===== config.mk =====
export PLATFORM = sky130hd
export DESIGN_NAME = gcar_regs
export DESIGN_NICKNAME = d
export VERILOG_FILES = /design/src/pkg/gcar_pkg.sv /design/src/rtl/gcar_regs.sv /design/src/rtl/gcar_pin_sync.sv /design/src/rtl/gcar_alert_cmp.sv
export SDC_FILE = /design/constraint.sdc
export NUM_CORES = 1
export LEC_CHECK = 0
export ABC_CLOCK_PERIOD_IN_PS = 4200
export BUFFER_PORTS_ARGS = -buffer_cell sky130_fd_sc_hd__buf_2
export CORE_UTILIZATION = 50
export CTS_CLUSTER_DIAMETER = 50
export DETAILED_ROUTE_END_ITERATION = 16
export PLACE_DENSITY = 0.92
export SETUP_SLACK_MARGIN = 0.5
export SYNTH_ARGS = -nofsm -noshare
export SYNTH_HDL_FRONTEND = slang
export SYNTH_HIERARCHICAL = 1
export SYNTH_SLANG_ARGS = --single-unit

===== constraint.sdc =====
create_clock -name clk -period 4.2 [get_ports clk]
set_clock_uncertainty 0.1 [all_clocks]
set_input_delay 0.42 -clock clk [delete_from_list [all_inputs] [get_ports clk]]
set_output_delay 0.42 -clock clk [all_outputs]
set_load 0.01 [all_outputs]

===== src/pkg/gcar_pkg.sv =====
// gauge settings/alert register bank: shared constants and carrier types
package gcar_pkg;

    // register byte addresses as seen by the serial engine
    localparam logic [7:0] GCAR_SETTINGS_ADDR = 8'h0C;
    localparam logic [7:0] GCAR_COMMAND_ADDR = 8'hFE;

    // field positions inside the settings word
    localparam int GCAR_COMP_LSB = 8;
    localparam int GCAR_SLEEP_BIT = 7;
    localparam int GCAR_DONTCARE_BIT = 6;
    localparam int GCAR_FLAG_BIT = 5;
    localparam int GCAR_LEVEL_LSB = 0;

    // reset values of the settings fields
    localparam logic [7:0] GCAR_COMP_RST = 8'h97;
    localparam logic GCAR_SLEEP_RST = 1'b0;
    localparam logic GCAR_FLAG_RST = 1'b0;
    localparam logic [4:0] GCAR_LEVEL_RST = 5'h1C;

    // the one listed command code: full reset
    localparam logic [15:0] GCAR_CMD_FULL_RESET = 16'h0054;

    // threshold arithmetic: percent = span - code
    localparam logic [5:0] GCAR_LEVEL_SPAN = 6'h20;

    // one finished word write from the serial engine
    typedef struct packed {
        logic valid;         // one-cycle strobe
        logic [7:0] addr;    // register byte address
        logic [15:0] data;   // word, msb first on the wire
        logic complete;      // all sixteen bits arrived
    } gcar_wr_req_t;

    // host-visible settings fields
    typedef struct packed {
        logic [7:0] comp;
        logic sleep;
        logic flag;
        logic [4:0] level_code;
    } gcar_settings_t;

    // whole state of the register bank
    typedef struct packed {
        gcar_settings_t cfg;
        logic armed;         // below-threshold may raise an alert
        logic alert_n;       // alert pin, low active
        logic run;           // gauging allowed
        logic [15:0] rd_data;
        logic no_ack;        // suppress ack of the command transfer
        logic full_reset;    // device-wide reset pulse
        logic quick_start;   // restart estimate pulse
    } gcar_state_t;

    // state of the pin synchroniser and edge finder
    typedef struct packed {
        logic meta;
        logic sync;
        logic prev;
        logic rise;
    } gcar_sync_t;

endpackage


===== src/rtl/gcar_regs.sv =====
// gauge settings, alert and command register bank
`timescale 1ns/100ps
module gcar_regs #(
    // width of the whole-percent charge value
    parameter int CHARGE_W = 8,
    // fixed read value of the don't-care bit
    parameter bit DONTCARE_READ = 1'b0
) (
    // clock and reset
    input wire logic clk,
    input wire logic rst,
    // word writes from the serial engine
    input wire gcar_pkg::gcar_wr_req_t wr_req,
    // word reads from the serial engine
    input wire logic [7:0] rd_addr,
    output logic [15:0] rd_data,
    // answer to the serial engine
    output logic no_ack,
    // charge estimate from the gauging logic
    input wire logic [CHARGE_W-1:0] charge_pct,
    input wire logic charge_valid,
    // hardware restart pin, asynchronous
    input wire logic restart_estimate_pin,
    // controls toward the gauging logic
    output logic [7:0] battery_comp_value,
    output logic gauge_run,
    output logic sleep_mode,
    output logic quick_start,
    output logic full_reset,
    // low active alert pin
    output logic alert_pin_n
);

    // the threshold must be representable on the charge scale
    if (CHARGE_W < 6) begin : g_width_check
        $error("gcar_regs: CHARGE_W must be at least 6");
    end

    gcar_pkg::gcar_state_t st_ff; // registered state
    gcar_pkg::gcar_state_t nxt_st; // next state
    gcar_pkg::gcar_state_t rst_st; // state after any reset

    logic restart_rise; // synchronised restart edge
    logic charge_below; // charge under threshold
    logic wr_ok; // whole word write accepted
    logic wr_settings; // write to the settings word
    logic wr_command; // write to the command word
    logic cmd_reset; // full reset command seen
    logic [15:0] settings_word; // settings as read back

    // restart pin crosses in through two flops first
    gcar_pin_sync u_restart_sync (
        .clk(clk),
        .rst(rst),
        .pin_in(restart_estimate_pin),
        .level_out(),
        .rise_out(restart_rise)
    );

    // threshold decode and compare
    gcar_alert_cmp #(
        .CHARGE_W(CHARGE_W)
    ) u_alert_cmp (
        .charge_pct(charge_pct),
        .level_code(st_ff.cfg.level_code),
        .level_pct(),
        .below(charge_below)
    );

    // power-up values, shared by the pin reset and the command
    always_comb begin
        rst_st = '0;
        rst_st.cfg.comp = gcar_pkg::GCAR_COMP_RST;
        rst_st.cfg.sleep = gcar_pkg::GCAR_SLEEP_RST;
        rst_st.cfg.flag = gcar_pkg::GCAR_FLAG_RST;
        rst_st.cfg.level_code = gcar_pkg::GCAR_LEVEL_RST;
        // alerting is live from power-up on
        rst_st.armed = 1'b1;
        rst_st.alert_n = 1'b1;
        rst_st.run = 1'b1;
    end

    // write decode: a word cut short never reaches a register
    always_comb begin
        wr_ok = wr_req.valid & wr_req.complete;
        wr_settings = wr_ok & (wr_req.addr == gcar_pkg::GCAR_SETTINGS_ADDR);
        wr_command = wr_ok & (wr_req.addr == gcar_pkg::GCAR_COMMAND_ADDR);
        // reserved command codes fall through with no effect
        cmd_reset = wr_command &
            (wr_req.data == gcar_pkg::GCAR_CMD_FULL_RESET);
    end

    // settings word as the host sees it
    always_comb begin
        settings_word = '0;
        settings_word[gcar_pkg::GCAR_COMP_LSB +: 8] = st_ff.cfg.comp;
        settings_word[gcar_pkg::GCAR_SLEEP_BIT] = st_ff.cfg.sleep;
        // the don't-care bit has no storage at all
        settings_word[gcar_pkg::GCAR_DONTCARE_BIT] = DONTCARE_READ;
        settings_word[gcar_pkg::GCAR_FLAG_BIT] = st_ff.cfg.flag;
        settings_word[gcar_pkg::GCAR_LEVEL_LSB +: 5] =
            st_ff.cfg.level_code;
    end

    // next state of the whole bank
    always_comb begin
        nxt_st = st_ff;
        // pulses last one cycle
        nxt_st.quick_start = 1'b0;
        nxt_st.full_reset = 1'b0;
        nxt_st.no_ack = 1'b0;

        // host write of the settings word
        if (wr_settings) begin
            // compensation is stored verbatim, no clamping
            nxt_st.cfg.comp =
                wr_req.data[gcar_pkg::GCAR_COMP_LSB +: 8];
            // sleep follows the written bit both ways
            nxt_st.cfg.sleep =
                wr_req.data[gcar_pkg::GCAR_SLEEP_BIT];
            nxt_st.cfg.level_code =
                wr_req.data[gcar_pkg::GCAR_LEVEL_LSB +: 5];
            // writing one is no way to raise the flag
            if (!wr_req.data[gcar_pkg::GCAR_FLAG_BIT]) begin
                nxt_st.cfg.flag = 1'b0;
            end
        end

        // alert check on each fresh estimate while awake;
        // estimates that arrive in sleep are ignored and cannot alert
        if (charge_valid && !st_ff.cfg.sleep) begin
            if (charge_below) begin
                // fire once per downward crossing
                if (st_ff.armed) begin
                    nxt_st.cfg.flag = 1'b1;
                    nxt_st.armed = 1'b0;
                end
            end else begin
                // back at or above level: next fall may alert
                nxt_st.armed = 1'b1;
            end
        end

        // gauging runs only while not asleep; a hold, not a clear,
        // so the estimator picks up where it stopped
        nxt_st.run = ~nxt_st.cfg.sleep;

        // pin follows the flag; sleep leaves both untouched
        nxt_st.alert_n = ~nxt_st.cfg.flag;

        // restart pin edge asks for a fresh first estimate
        if (restart_rise) begin
            nxt_st.quick_start = 1'b1;
        end

        // read data registered, one cycle behind the address;
        // unlisted addresses read zero
        if (rd_addr == gcar_pkg::GCAR_SETTINGS_ADDR) begin
            nxt_st.rd_data = settings_word;
        end else begin
            nxt_st.rd_data = '0;
        end

        // full reset command beats everything else this cycle
        if (cmd_reset) begin
            nxt_st = rst_st;
            nxt_st.full_reset = 1'b1;
            nxt_st.no_ack = 1'b1;
        end
    end

    // single register stage for the whole bank
    always_ff @(posedge clk) begin
        if (rst) begin
            st_ff <= rst_st;
        end else begin
            st_ff <= nxt_st;
        end
    end

    // outputs taken straight from the state flops
    assign rd_data = st_ff.rd_data;
    assign no_ack = st_ff.no_ack;
    assign battery_comp_value = st_ff.cfg.comp;
    assign gauge_run = st_ff.run;
    assign sleep_mode = st_ff.cfg.sleep;
    assign quick_start = st_ff.quick_start;
    assign full_reset = st_ff.full_reset;
    assign alert_pin_n = st_ff.alert_n;

endmodule // gcar_regs


===== src/rtl/gcar_pin_sync.sv =====
// two-stage pin synchroniser with rising edge pulse
`timescale 1ns/100ps
module gcar_pin_sync (
    // clock and reset
    input wire logic clk,
    input wire logic rst,
    // asynchronous pin
    input wire logic pin_in,
    // synchronised level and edge
    output logic level_out,
    output logic rise_out
);

    gcar_pkg::gcar_sync_t st_ff; // registered state
    gcar_pkg::gcar_sync_t nxt_st; // next state

    // the edge finder looks only at the second stage, never at meta
    always_comb begin
        nxt_st = st_ff;
        nxt_st.meta = pin_in;
        nxt_st.sync = st_ff.meta;
        nxt_st.prev = st_ff.sync;
        nxt_st.rise = st_ff.sync & ~st_ff.prev;
    end

    // all stages reset high: a pin already high at reset gives no
    // edge, and a low pin only falls, which the finder ignores
    always_ff @(posedge clk) begin
        if (rst) begin
            st_ff <= '{meta: 1'b1, sync: 1'b1, prev: 1'b1, rise: 1'b0};
        end else begin
            st_ff <= nxt_st;
        end
    end

    assign level_out = st_ff.sync;
    assign rise_out = st_ff.rise;

endmodule // gcar_pin_sync


===== src/rtl/gcar_alert_cmp.sv =====
// alert threshold decode and charge comparison
`timescale 1ns/100ps
module gcar_alert_cmp #(
    parameter int CHARGE_W = 8
) (
    // charge in whole percent
    input wire logic [CHARGE_W-1:0] charge_pct,
    // complemented threshold code
    input wire logic [4:0] level_code,
    // decoded level and comparison
    output logic [5:0] level_pct,
    output logic below
);

    logic [CHARGE_W-1:0] level_wide; // level at charge width

    // code 0 is 32 percent, code 31 is 1 percent
    always_comb begin
        level_pct = gcar_pkg::GCAR_LEVEL_SPAN - {1'b0, level_code};
        level_wide = CHARGE_W'(level_pct);
        below = charge_pct < level_wide;
    end

endmodule // gcar_alert_cmp


# ---- After elaboration in Yosys (flattened, before gate mapping)
# Index checks and enable logic that the tools add are counted.
dict set report classes {
  addsub 1
  n_reduce_logical 4
  bitwise_logic 9
  muxes 8
  n_eq_ne 4
  order_cmp 1
}
# cell count
set ops {}
lappend ops {{$eq 16x7->1 const B} 1}
lappend ops {{$eq 8x4->1 const B} 2}
lappend ops {{$eq 8x8->1 const B} 1}
lappend ops {{$lt 8x6->1} 1}
lappend ops {{$mux 7} 1}
lappend ops {{$mux 1} 6}
lappend ops {{$sub 6x5->6 const A} 1}
lappend ops {{$and 1x1->1} 5}
lappend ops {{$not 1->1} 4}
lappend ops {{$mux 3} 1}
lappend ops {{$reduce_or 3->1} 1}
lappend ops {{$reduce_or 2->1} 1}
lappend ops {{$logic_and 1x1->1} 1}
lappend ops {{$logic_not 1->1} 1}
dict set report word_totals {
  elab_cells 43
  regBits 41
  inputBits 46
  out_inout_bits 30
}

# ---- Logic depth before layout (Yosys ltp)
# Gate-level depths: netlist of the first run.
dict set report depth {
  depth_word 7
  ltp_mapped 11
  ltp_nobuf 11
}

# ---- Modules after synthesis
# The synthesis of the first run kept the hierarchy.
# mod cells_each area_each_um2 n_inst seq_area_each_um2
set modules_own_cells {}
lappend modules_own_cells {gcar_regs 137 1420.1 1 700.7}
lappend modules_own_cells {gcar_alert_cmp 29 210.2 1 0.0}
lappend modules_own_cells {gcar_pin_sync 8 106.4 1 80.1}

# ---- Least setup slack after synthesis of the first run
# Ideal clock, no wire load.
dict set report synth_path {
  kind {register to register}
  from {register st_ff, in the netlist settings_word[1]}
  to {register st_ff, in the netlist alert_pin_n}
  path_buffers 0
  t_arrival_ns 2.018
  stages_incl_launch_ff 10
  required_ns 3.963
  setup_slack_ns 1.944
  setup_ns 0.137
  synth_period_minus_slack_ns 2.256
  path_cell_list {dfxtp_1 -> nor3_2 -> or3b_1 -> ha_1 -> a2111oi_0 -> nand2_1 -> a21oi_1 -> nand2_1 -> nor2_1 -> o21ai_0}
}
dict set report synth_via {
  elab_chain_len 5
}
# element line_no
set synth_lines {}
lappend synth_lines {{start, declared} gcar_regs.sv:39} ;# gcar_pkg::gcar_state_t st_ff;
lappend synth_lines {{start signal, assigned} gcar_regs.sv:175} ;# st_ff <= rst_st;
lappend synth_lines {{start signal, assigned} gcar_regs.sv:177} ;# st_ff <= nxt_st;
lappend synth_lines {{$sub 6x5->6} gcar_alert_cmp.sv:19} ;# level_pct = gcar_pkg::GCAR_LEVEL_SPAN - {1'b0, level_code};
lappend synth_lines {{$lt 8x6->1} gcar_alert_cmp.sv:21} ;# below = charge_pct < level_wide;
lappend synth_lines {{via charge_below} gcar_regs.sv:44} ;# logic charge_below;
lappend synth_lines {{$mux 1} gcar_regs.sv:132} ;# if (charge_below) begin
lappend synth_lines {{$mux 1} gcar_regs.sv:131} ;# if (charge_valid && !st_ff.cfg.sleep) begin
lappend synth_lines {{$not 1->1} gcar_regs.sv:149} ;# nxt_st.alert_n = ~nxt_st.cfg.flag;
# The timed path passes the listed nets, and every way through them passes these cells.
# A chain may end at the register's enable or synchronous reset.

# ---- Final worst setup path of the first run
# Ends and elaborated chain as after synthesis.

==> results.py, run 1 <==
metrics = {
    "sta": {
        "slew_viol_final": 0,
        "worst_pin_slew_ns": 1.18,
        "setup-tns-final_ns": 0,
        "rsz0062_at_grt": "no",
        "setup_viol": 0,
        "max_freq_mhz": 392,
        "finalHoldViolations": 0,
        "finalCritPeriodShare": 0.607,
        "min_period_ns": 2.55,
        "relSlewSlack": 0.209,
        "setup_slack_ns": 1.65,
    },
    "routing": {
        "ant_nets": 0,
        "drt_iter0_drc": 62,
        "via_per_inst": 4.91,
        "wl_per_cell_um": 12.3,
        "drc": 0,
        "dr.pass1.iters": 6,
        "vias": 1310,
        "finalWirelength_um": 3270,
    },
    "grt": {
        "grt_antenna_before_repair": 0,
        "grt_pass1_wl_um": 5180,
        "grt_usage": 0.198,
        "grt_max_degree": 20,
        "grt.overflow.total": 0,
        "grt_pass1_vias": 1243,
    },
    "yosys": {
        "avgSynthCellArea_um2": 10.1,
        "synth_cells": 170,
        "syn_nets": 222,
        "synth_area_um2": 1720,
        "yosysWarnings": 6,
    },
    "placement": {
        "placed_cell_area_um2": 1940,
        "hpwl_um": 2530,
        "place_congestion": 0.752,
        "place_ws_ns": 1.59,
        "io_buffers": 74,
    },
    "clock_tree": {
        "worstSkewPairLatency_ns": 0.34,
        "cts_tree": "built",
        "cts-htree-levels": 2,
        "ctsHoldBuffers": 0,
        "clk_pin_slew_ns": 0.11,
        "clkSinkCount": 39,
        "cts_buffers": 5,
        "cts_resized": 0,
        "cts.path.max_buffers": 2,
        "cts_root_buf": "clkbuf_4",
        "postCtsSetupRepairBufs": 0,
    },
    "die": {
        "die_y_um": 60.6,
        "core_area_um2": 3150,
        "rows": 20,
        "die-width_um": 60.6,
        "ios": 76,
        "start_util": 0.545,
        "dieArea_um2": 3670,
    },
    "setup_path": {
        "crit_required_ns": 4.31,
        "cp.arrival_ns": 2.66,
        "cp-end-kind": "register",
        "path_class": "register to register",
        "critPathMaxFanout": 4,
        "start_kind": "register",
    },
    "final_layout": {
        "finalNetCount": 274,
        "finish.utilization": 0.632,
        "layout-drive-gt1-share": 0.390,
        "antenna_cells": 0,
        "layout_common_cells": "buf_2, dfxtp_1, and3_1, mux2i_1, nand2_1",
        "area_growth_syn_to_layout_pct": 16.0,
        "layout_commonest_cell": "buf_2",
        "fin_area_um2": 1990,
        "n_fill_cell": 297,
    },
    "pwr": {
        "vdd_drop_max_mv": 0.183,
        "powerDensity_nw_per_um2": 300,
        "p_leak_nw": 0.925,
        "power_mw": 0.598,
    },
    "outcome": {
        "status": "complete, no violations",
    },
    "min_path": {
        "worstHoldPathType": "input pin to register",
    },
    "job": {
        "cap_violations": 0,
    },
}
[metal layers]
metal	wire length [um]	up-vias	global-route usage
met2	1610	43	0.349
met1	1370	602	0.208
met3	236	5	0.0853
li1	-	660	-
met4	49	0	0.0812
met5	0	-	0
[critical path, cell delays in order (launching register included)]
cell	delay, ns
dfxtp_1	0.37
nor3_2	0.22
or3b_1	0.39
ha_1	0.31
a2111oi_0	0.44
nand2_1	0.09
a21oi_1	0.19
nand2_1	0.07
nor2_1	0.14
o21ai_0	0.10
[worst paths after layout]
kind / start / endpoint / slack (ns) / cells past startpoint
setup reg to reg: settings_word[1]$_SDFFE_PP0P_ / alert_pin_n$_SDFF_PP1_ / 1.65 / 9
setup / recovery: settings_word[1]$_SDFFE_PP0P_ / alert_pin_n$_SDFF_PP1_ / 1.65 / 9
hold / removal: restart_estimate_pin / u_restart_sync/nxt_st[2]$_SDFF_PP1_ / 0.16 / 2
hold reg to reg: u_restart_sync/st_ff[1]$_SDFF_PP1_ / u_restart_sync/rise_out$_SDFF_PP0_ / 0.29 / 1
[layout make-up]
type                            instances  area, um2  share of cell area
Clock buffer                            6       41.3              0.0207
Clock inverter                          2       12.5             0.00628
Inverter                                4       15.0             0.00753
Multi-Input combinational cell         97        711               0.357
Sequential cell                        39        781               0.392
Tap cell                               44       55.1              0.0276
Timing Repair Buffer                   75        378               0.190
[power breakdown]
group | total (mW) | switching [mW] | internal (mW) | leakage (nW)
clock network | 0.181 | 0.116 | 0.0646 | 0.0282
registers | 0.373 | 0.000883 | 0.372 | 0.315
logic | 0.0439 | 0.0205 | 0.0234 | 0.582
total | 0.598 | 0.138 | 0.460 | 0.925
[sequential cells by signal, summed over array words and instances, names as in the netlist]
name                      flops
settings_word                 6
quick_start                   1
u_restart_sync/nxt_st         1
sleep_mode                    1
gauge_run                     1
alert_pin_n                   1
rd_data                      15
u_restart_sync/level_out      1
u_restart_sync/rise_out       1
no_ack                        1
battery_comp_value            8
st_ff                         1
u_restart_sync/st_ff          1
[per-stage QoR]
step | hold slack, ns | cells
6_report | 0.161 | 267
5_1_grt | 0.138 | 267
4_1_cts | 0.152 | 267
3_3_place_gp | 0.278 | 259
2_1_floorplan | 0.271 | 170
3_5_place_dp | 0.285 | 259
Note: power is estimated with default switching activity, not from simulation.
==> run 2, diff against run 1 <==
--- a/config.mk
+++ b/config.mk
@@ -5,12 +5,12 @@
 export SDC_FILE = /design/constraint.sdc
 export NUM_CORES = 1
 export LEC_CHECK = 0
-export ABC_CLOCK_PERIOD_IN_PS = 4200
+export ABC_CLOCK_PERIOD_IN_PS = 2100
 export BUFFER_PORTS_ARGS = -buffer_cell sky130_fd_sc_hd__buf_2
-export CORE_UTILIZATION = 50
+export CORE_UTILIZATION = 42
 export CTS_CLUSTER_DIAMETER = 50
 export DETAILED_ROUTE_END_ITERATION = 16
-export PLACE_DENSITY = 0.92
+export PLACE_DENSITY = 0.83
 export SETUP_SLACK_MARGIN = 0.5
 export SYNTH_ARGS = -nofsm -noshare
 export SYNTH_HDL_FRONTEND = slang
==> constraint.sdc (replaced) <==
create_clock -name clk -period 2.1 [get_ports clk]
set_clock_uncertainty 0.1 [all_clocks]
set_input_delay 0.21 -clock clk [delete_from_list [all_inputs] [get_ports clk]]
set_output_delay 0.21 -clock clk [all_outputs]
set_load 0.01 [all_outputs]
==> run 2 against run 1 <==
- sequential power rose by 99%
- combinational power is 140% higher
- hold slack worse by 0.11 ns
- non-clock buffer count up 13
- via count grew 0.53%
- critical path depth did not move
- maximum frequency is 17% higher
- the run now ends with negative setup slack left
- final cell count rose by 6.4%
- setup slack got worse by 1.7 ns
- total power increased by 150%
- largest power group unchanged
==> results.py, run 2 (synthesized netlist as in run 1, its figures left out) <==
metrics = {
    "clock_tree": {
        "cts_tree": "built",
        "cts_buffers": 5,
        "clkSinkCount": 39,
        "cts_root_buf": "clkbuf_8",
        "worstSkewPairLatency_ns": 0.28,
        "cts.path.max_buffers": 2,
        "cts-htree-levels": 2,
        "clk_pin_slew_ns": 0.07,
    },
    "sta": {
        "setup_slack_ns": -0.0752,
        "finalCritPeriodShare": 1.04,
        "rsz0062_at_grt": "yes",
        "finalHoldViolations": 0,
        "setup_viol": 3,
        "setup-tns-final_ns": -0.148,
        "min_period_ns": 2.18,
        "max_freq_mhz": 460,
        "slew_viol_final": 0,
    },
    "pwr": {
        "vdd_drop_max_mv": 0.406,
        "powerDensity_nw_per_um2": 661,
        "p_leak_nw": 1.03,
    },
    "grt": {
        "grt_pass1_wl_um": 6070,
        "grt.overflow.total": 0,
        "grt_pass1_vias": 1324,
        "grt_usage": 0.187,
        "grt_max_degree": 26,
        "grt_antenna_before_repair": 0,
    },
    "setup_path": {
        "cpPeakStageDelay_ns": 0.41,
        "critical-path-slowest-cell": "or3b_4",
        "critPathMaxFanout": 3,
        "r2r_start": "settings_word[0]$_SDFFE_PP0P_",
        "r2r_slack_ns": -0.08,
        "rr_endpoint": "alert_pin_n$_SDFF_PP1_",
        "path_class": "register to register",
        "critPathLaunch": "settings_word[0]$_SDFFE_PP0P_",
        "crit_end": "alert_pin_n$_SDFF_PP1_",
        "crit_required_ns": 2.17,
        "cp-end-kind": "register",
        "cp.arrival_ns": 2.25,
        "ff2ff_path_depth": 9,
        "cpMostUsedCell": "nand2_1",
        "cp_cell_sequence": "nor3_4 -> or3b_4 -> ha_4 -> a2111oi_4 -> nand2_1 -> a21oi_2 -> nand2_1 -> nor2_2 -> o21ai_1",
        "start_kind": "register",
    },
    "routing": {
        "vias": 1317,
        "finalWirelength_um": 3580,
        "drc": 0,
        "ant_nets": 0,
        "dr.pass1.iters": 4,
        "drt_iter0_drc": 47,
        "wl_per_cell_um": 12.6,
        "via_per_inst": 4.64,
    },
    "placement": {
        "place_congestion": 0.763,
        "hpwl_um": 2670,
        "place_ws_ns": -0.109,
        "io_buffers": 74,
    },
    "outcome": {
        "violations": "negative setup slack",
        "status": "finished with violations",
    },
    "die": {
        "start_util": 0.452,
        "core_area_um2": 3800,
        "die-width_um": 66.0,
        "dieArea_um2": 4350,
        "rows": 22,
        "die_y_um": 66.0,
        "ios": 76,
    },
    "final_layout": {
        "largest_register_ffs": 15,
        "antenna_cells": 0,
        "layout_common_cells": "buf_2, dfxtp_1, and3_1, mux2i_1, nand2_1",
        "layout_commonest_cell": "buf_2",
        "n_fill_cell": 342,
        "finalNetCount": 287,
        "layout-drive-gt1-share": 0.470,
        "area_growth_syn_to_layout_pct": 31.2,
    },
    "job": {
        "cap_violations": 0,
    },
    "min_path": {
        "worstHoldPathType": "input pin to register",
    },
}
-- run 2: cell types whose count changed in the layout (fill, tap and decap cells not counted), moves of 2 or more --
cell / before / now
buf_12: 0 / 2
buf_4: 1 / 11
clkbuf_4: 5 / 0
clkbuf_8: 0 / 6
dfxtp_1: 39 / 36
dfxtp_4: 0 / 2
ha_1: 6 / 4
-- run 2: metrics by stage --
stage	total power [mW]	instances	hold slack, ns	instance area [um2]	utilization
floorplan	0.802	170	0.182	1760	-
global placement	0.864	272	0.278	2080	0.546
detailed placement	0.867	272	0.284	2080	0.546
CTS	1.51	283	0.0437	2220	0.586
global route	1.56	284	0.0536	2250	0.594
finish	1.49	284	0.0532	2250	0.594
-- run 2: layout make-up --
class | count | area [um2] | area share
sequential | 39 | 790 | 0.350
multi-input combinational | 97 | 769 | 0.341
timing repair buffer | 88 | 503 | 0.223
clock buffer | 6 | 82.6 | 0.0366
tap | 48 | 60.1 | 0.0266
clock inverter | 2 | 35.0 | 0.0155
inverter | 4 | 15.0 | 0.00666
-- run 2: metal layers --
metal / global-route usage / wire, um / vias to the layer above
li1: - / - / 687
met1: 0.229 / 1660 / 580
met2: 0.302 / 1620 / 48
met3: 0.0517 / 282 / 2
met4: 0.0878 / 19 / 0
met5: 0 / 0 / -
-- run 2: how the worst min path moves through the flow --
stage	startpoint	to	slack (ns)	cells after the start
floorplan	rst	no_ack$_SDFF_PP0_	0.18	1
global placement	u_restart_sync/st_ff[1]$_SDFF_PP1_	u_restart_sync/rise_out$_SDFF_PP0_	0.28	1
detailed placement	u_restart_sync/st_ff[1]$_SDFF_PP1_	u_restart_sync/rise_out$_SDFF_PP0_	0.28	1
CTS	wr_req[13]	battery_comp_value[4]$_SDFFE_PP1P_	0.04	3
global route	wr_req[4]	settings_word[3]$_SDFFE_PP1P_	0.05	3
finish	wr_req[11]	battery_comp_value[2]$_SDFFE_PP1P_	0.05	3
-- run 2: critical path: cells and delay by family (launching register included) --
kind / cells / cell delay, ns
AND/OR/NAND/NOR: 5 / 0.88
AO/OA/AOI/OAI: 3 / 0.50
flip-flops: 1 / 0.36
adder cells (fa/ha/maj): 1 / 0.24
-- run 2: what timing repair did --
item	CTS	global route
setup buffers	2	1
pin swaps	4	3
hold endpoints to repair	1	0
hold buffers	1	0
resized for setup	2	7
setup endpoints to repair	19	19
-- run 2: where the power goes --
part	leakage (nW)	switching, mW	total [mW]	internal, mW
clock	0.0612	0.256	0.641	0.384
sequential	0.317	0.00188	0.744	0.742
combinational	0.652	0.0488	0.107	0.0580
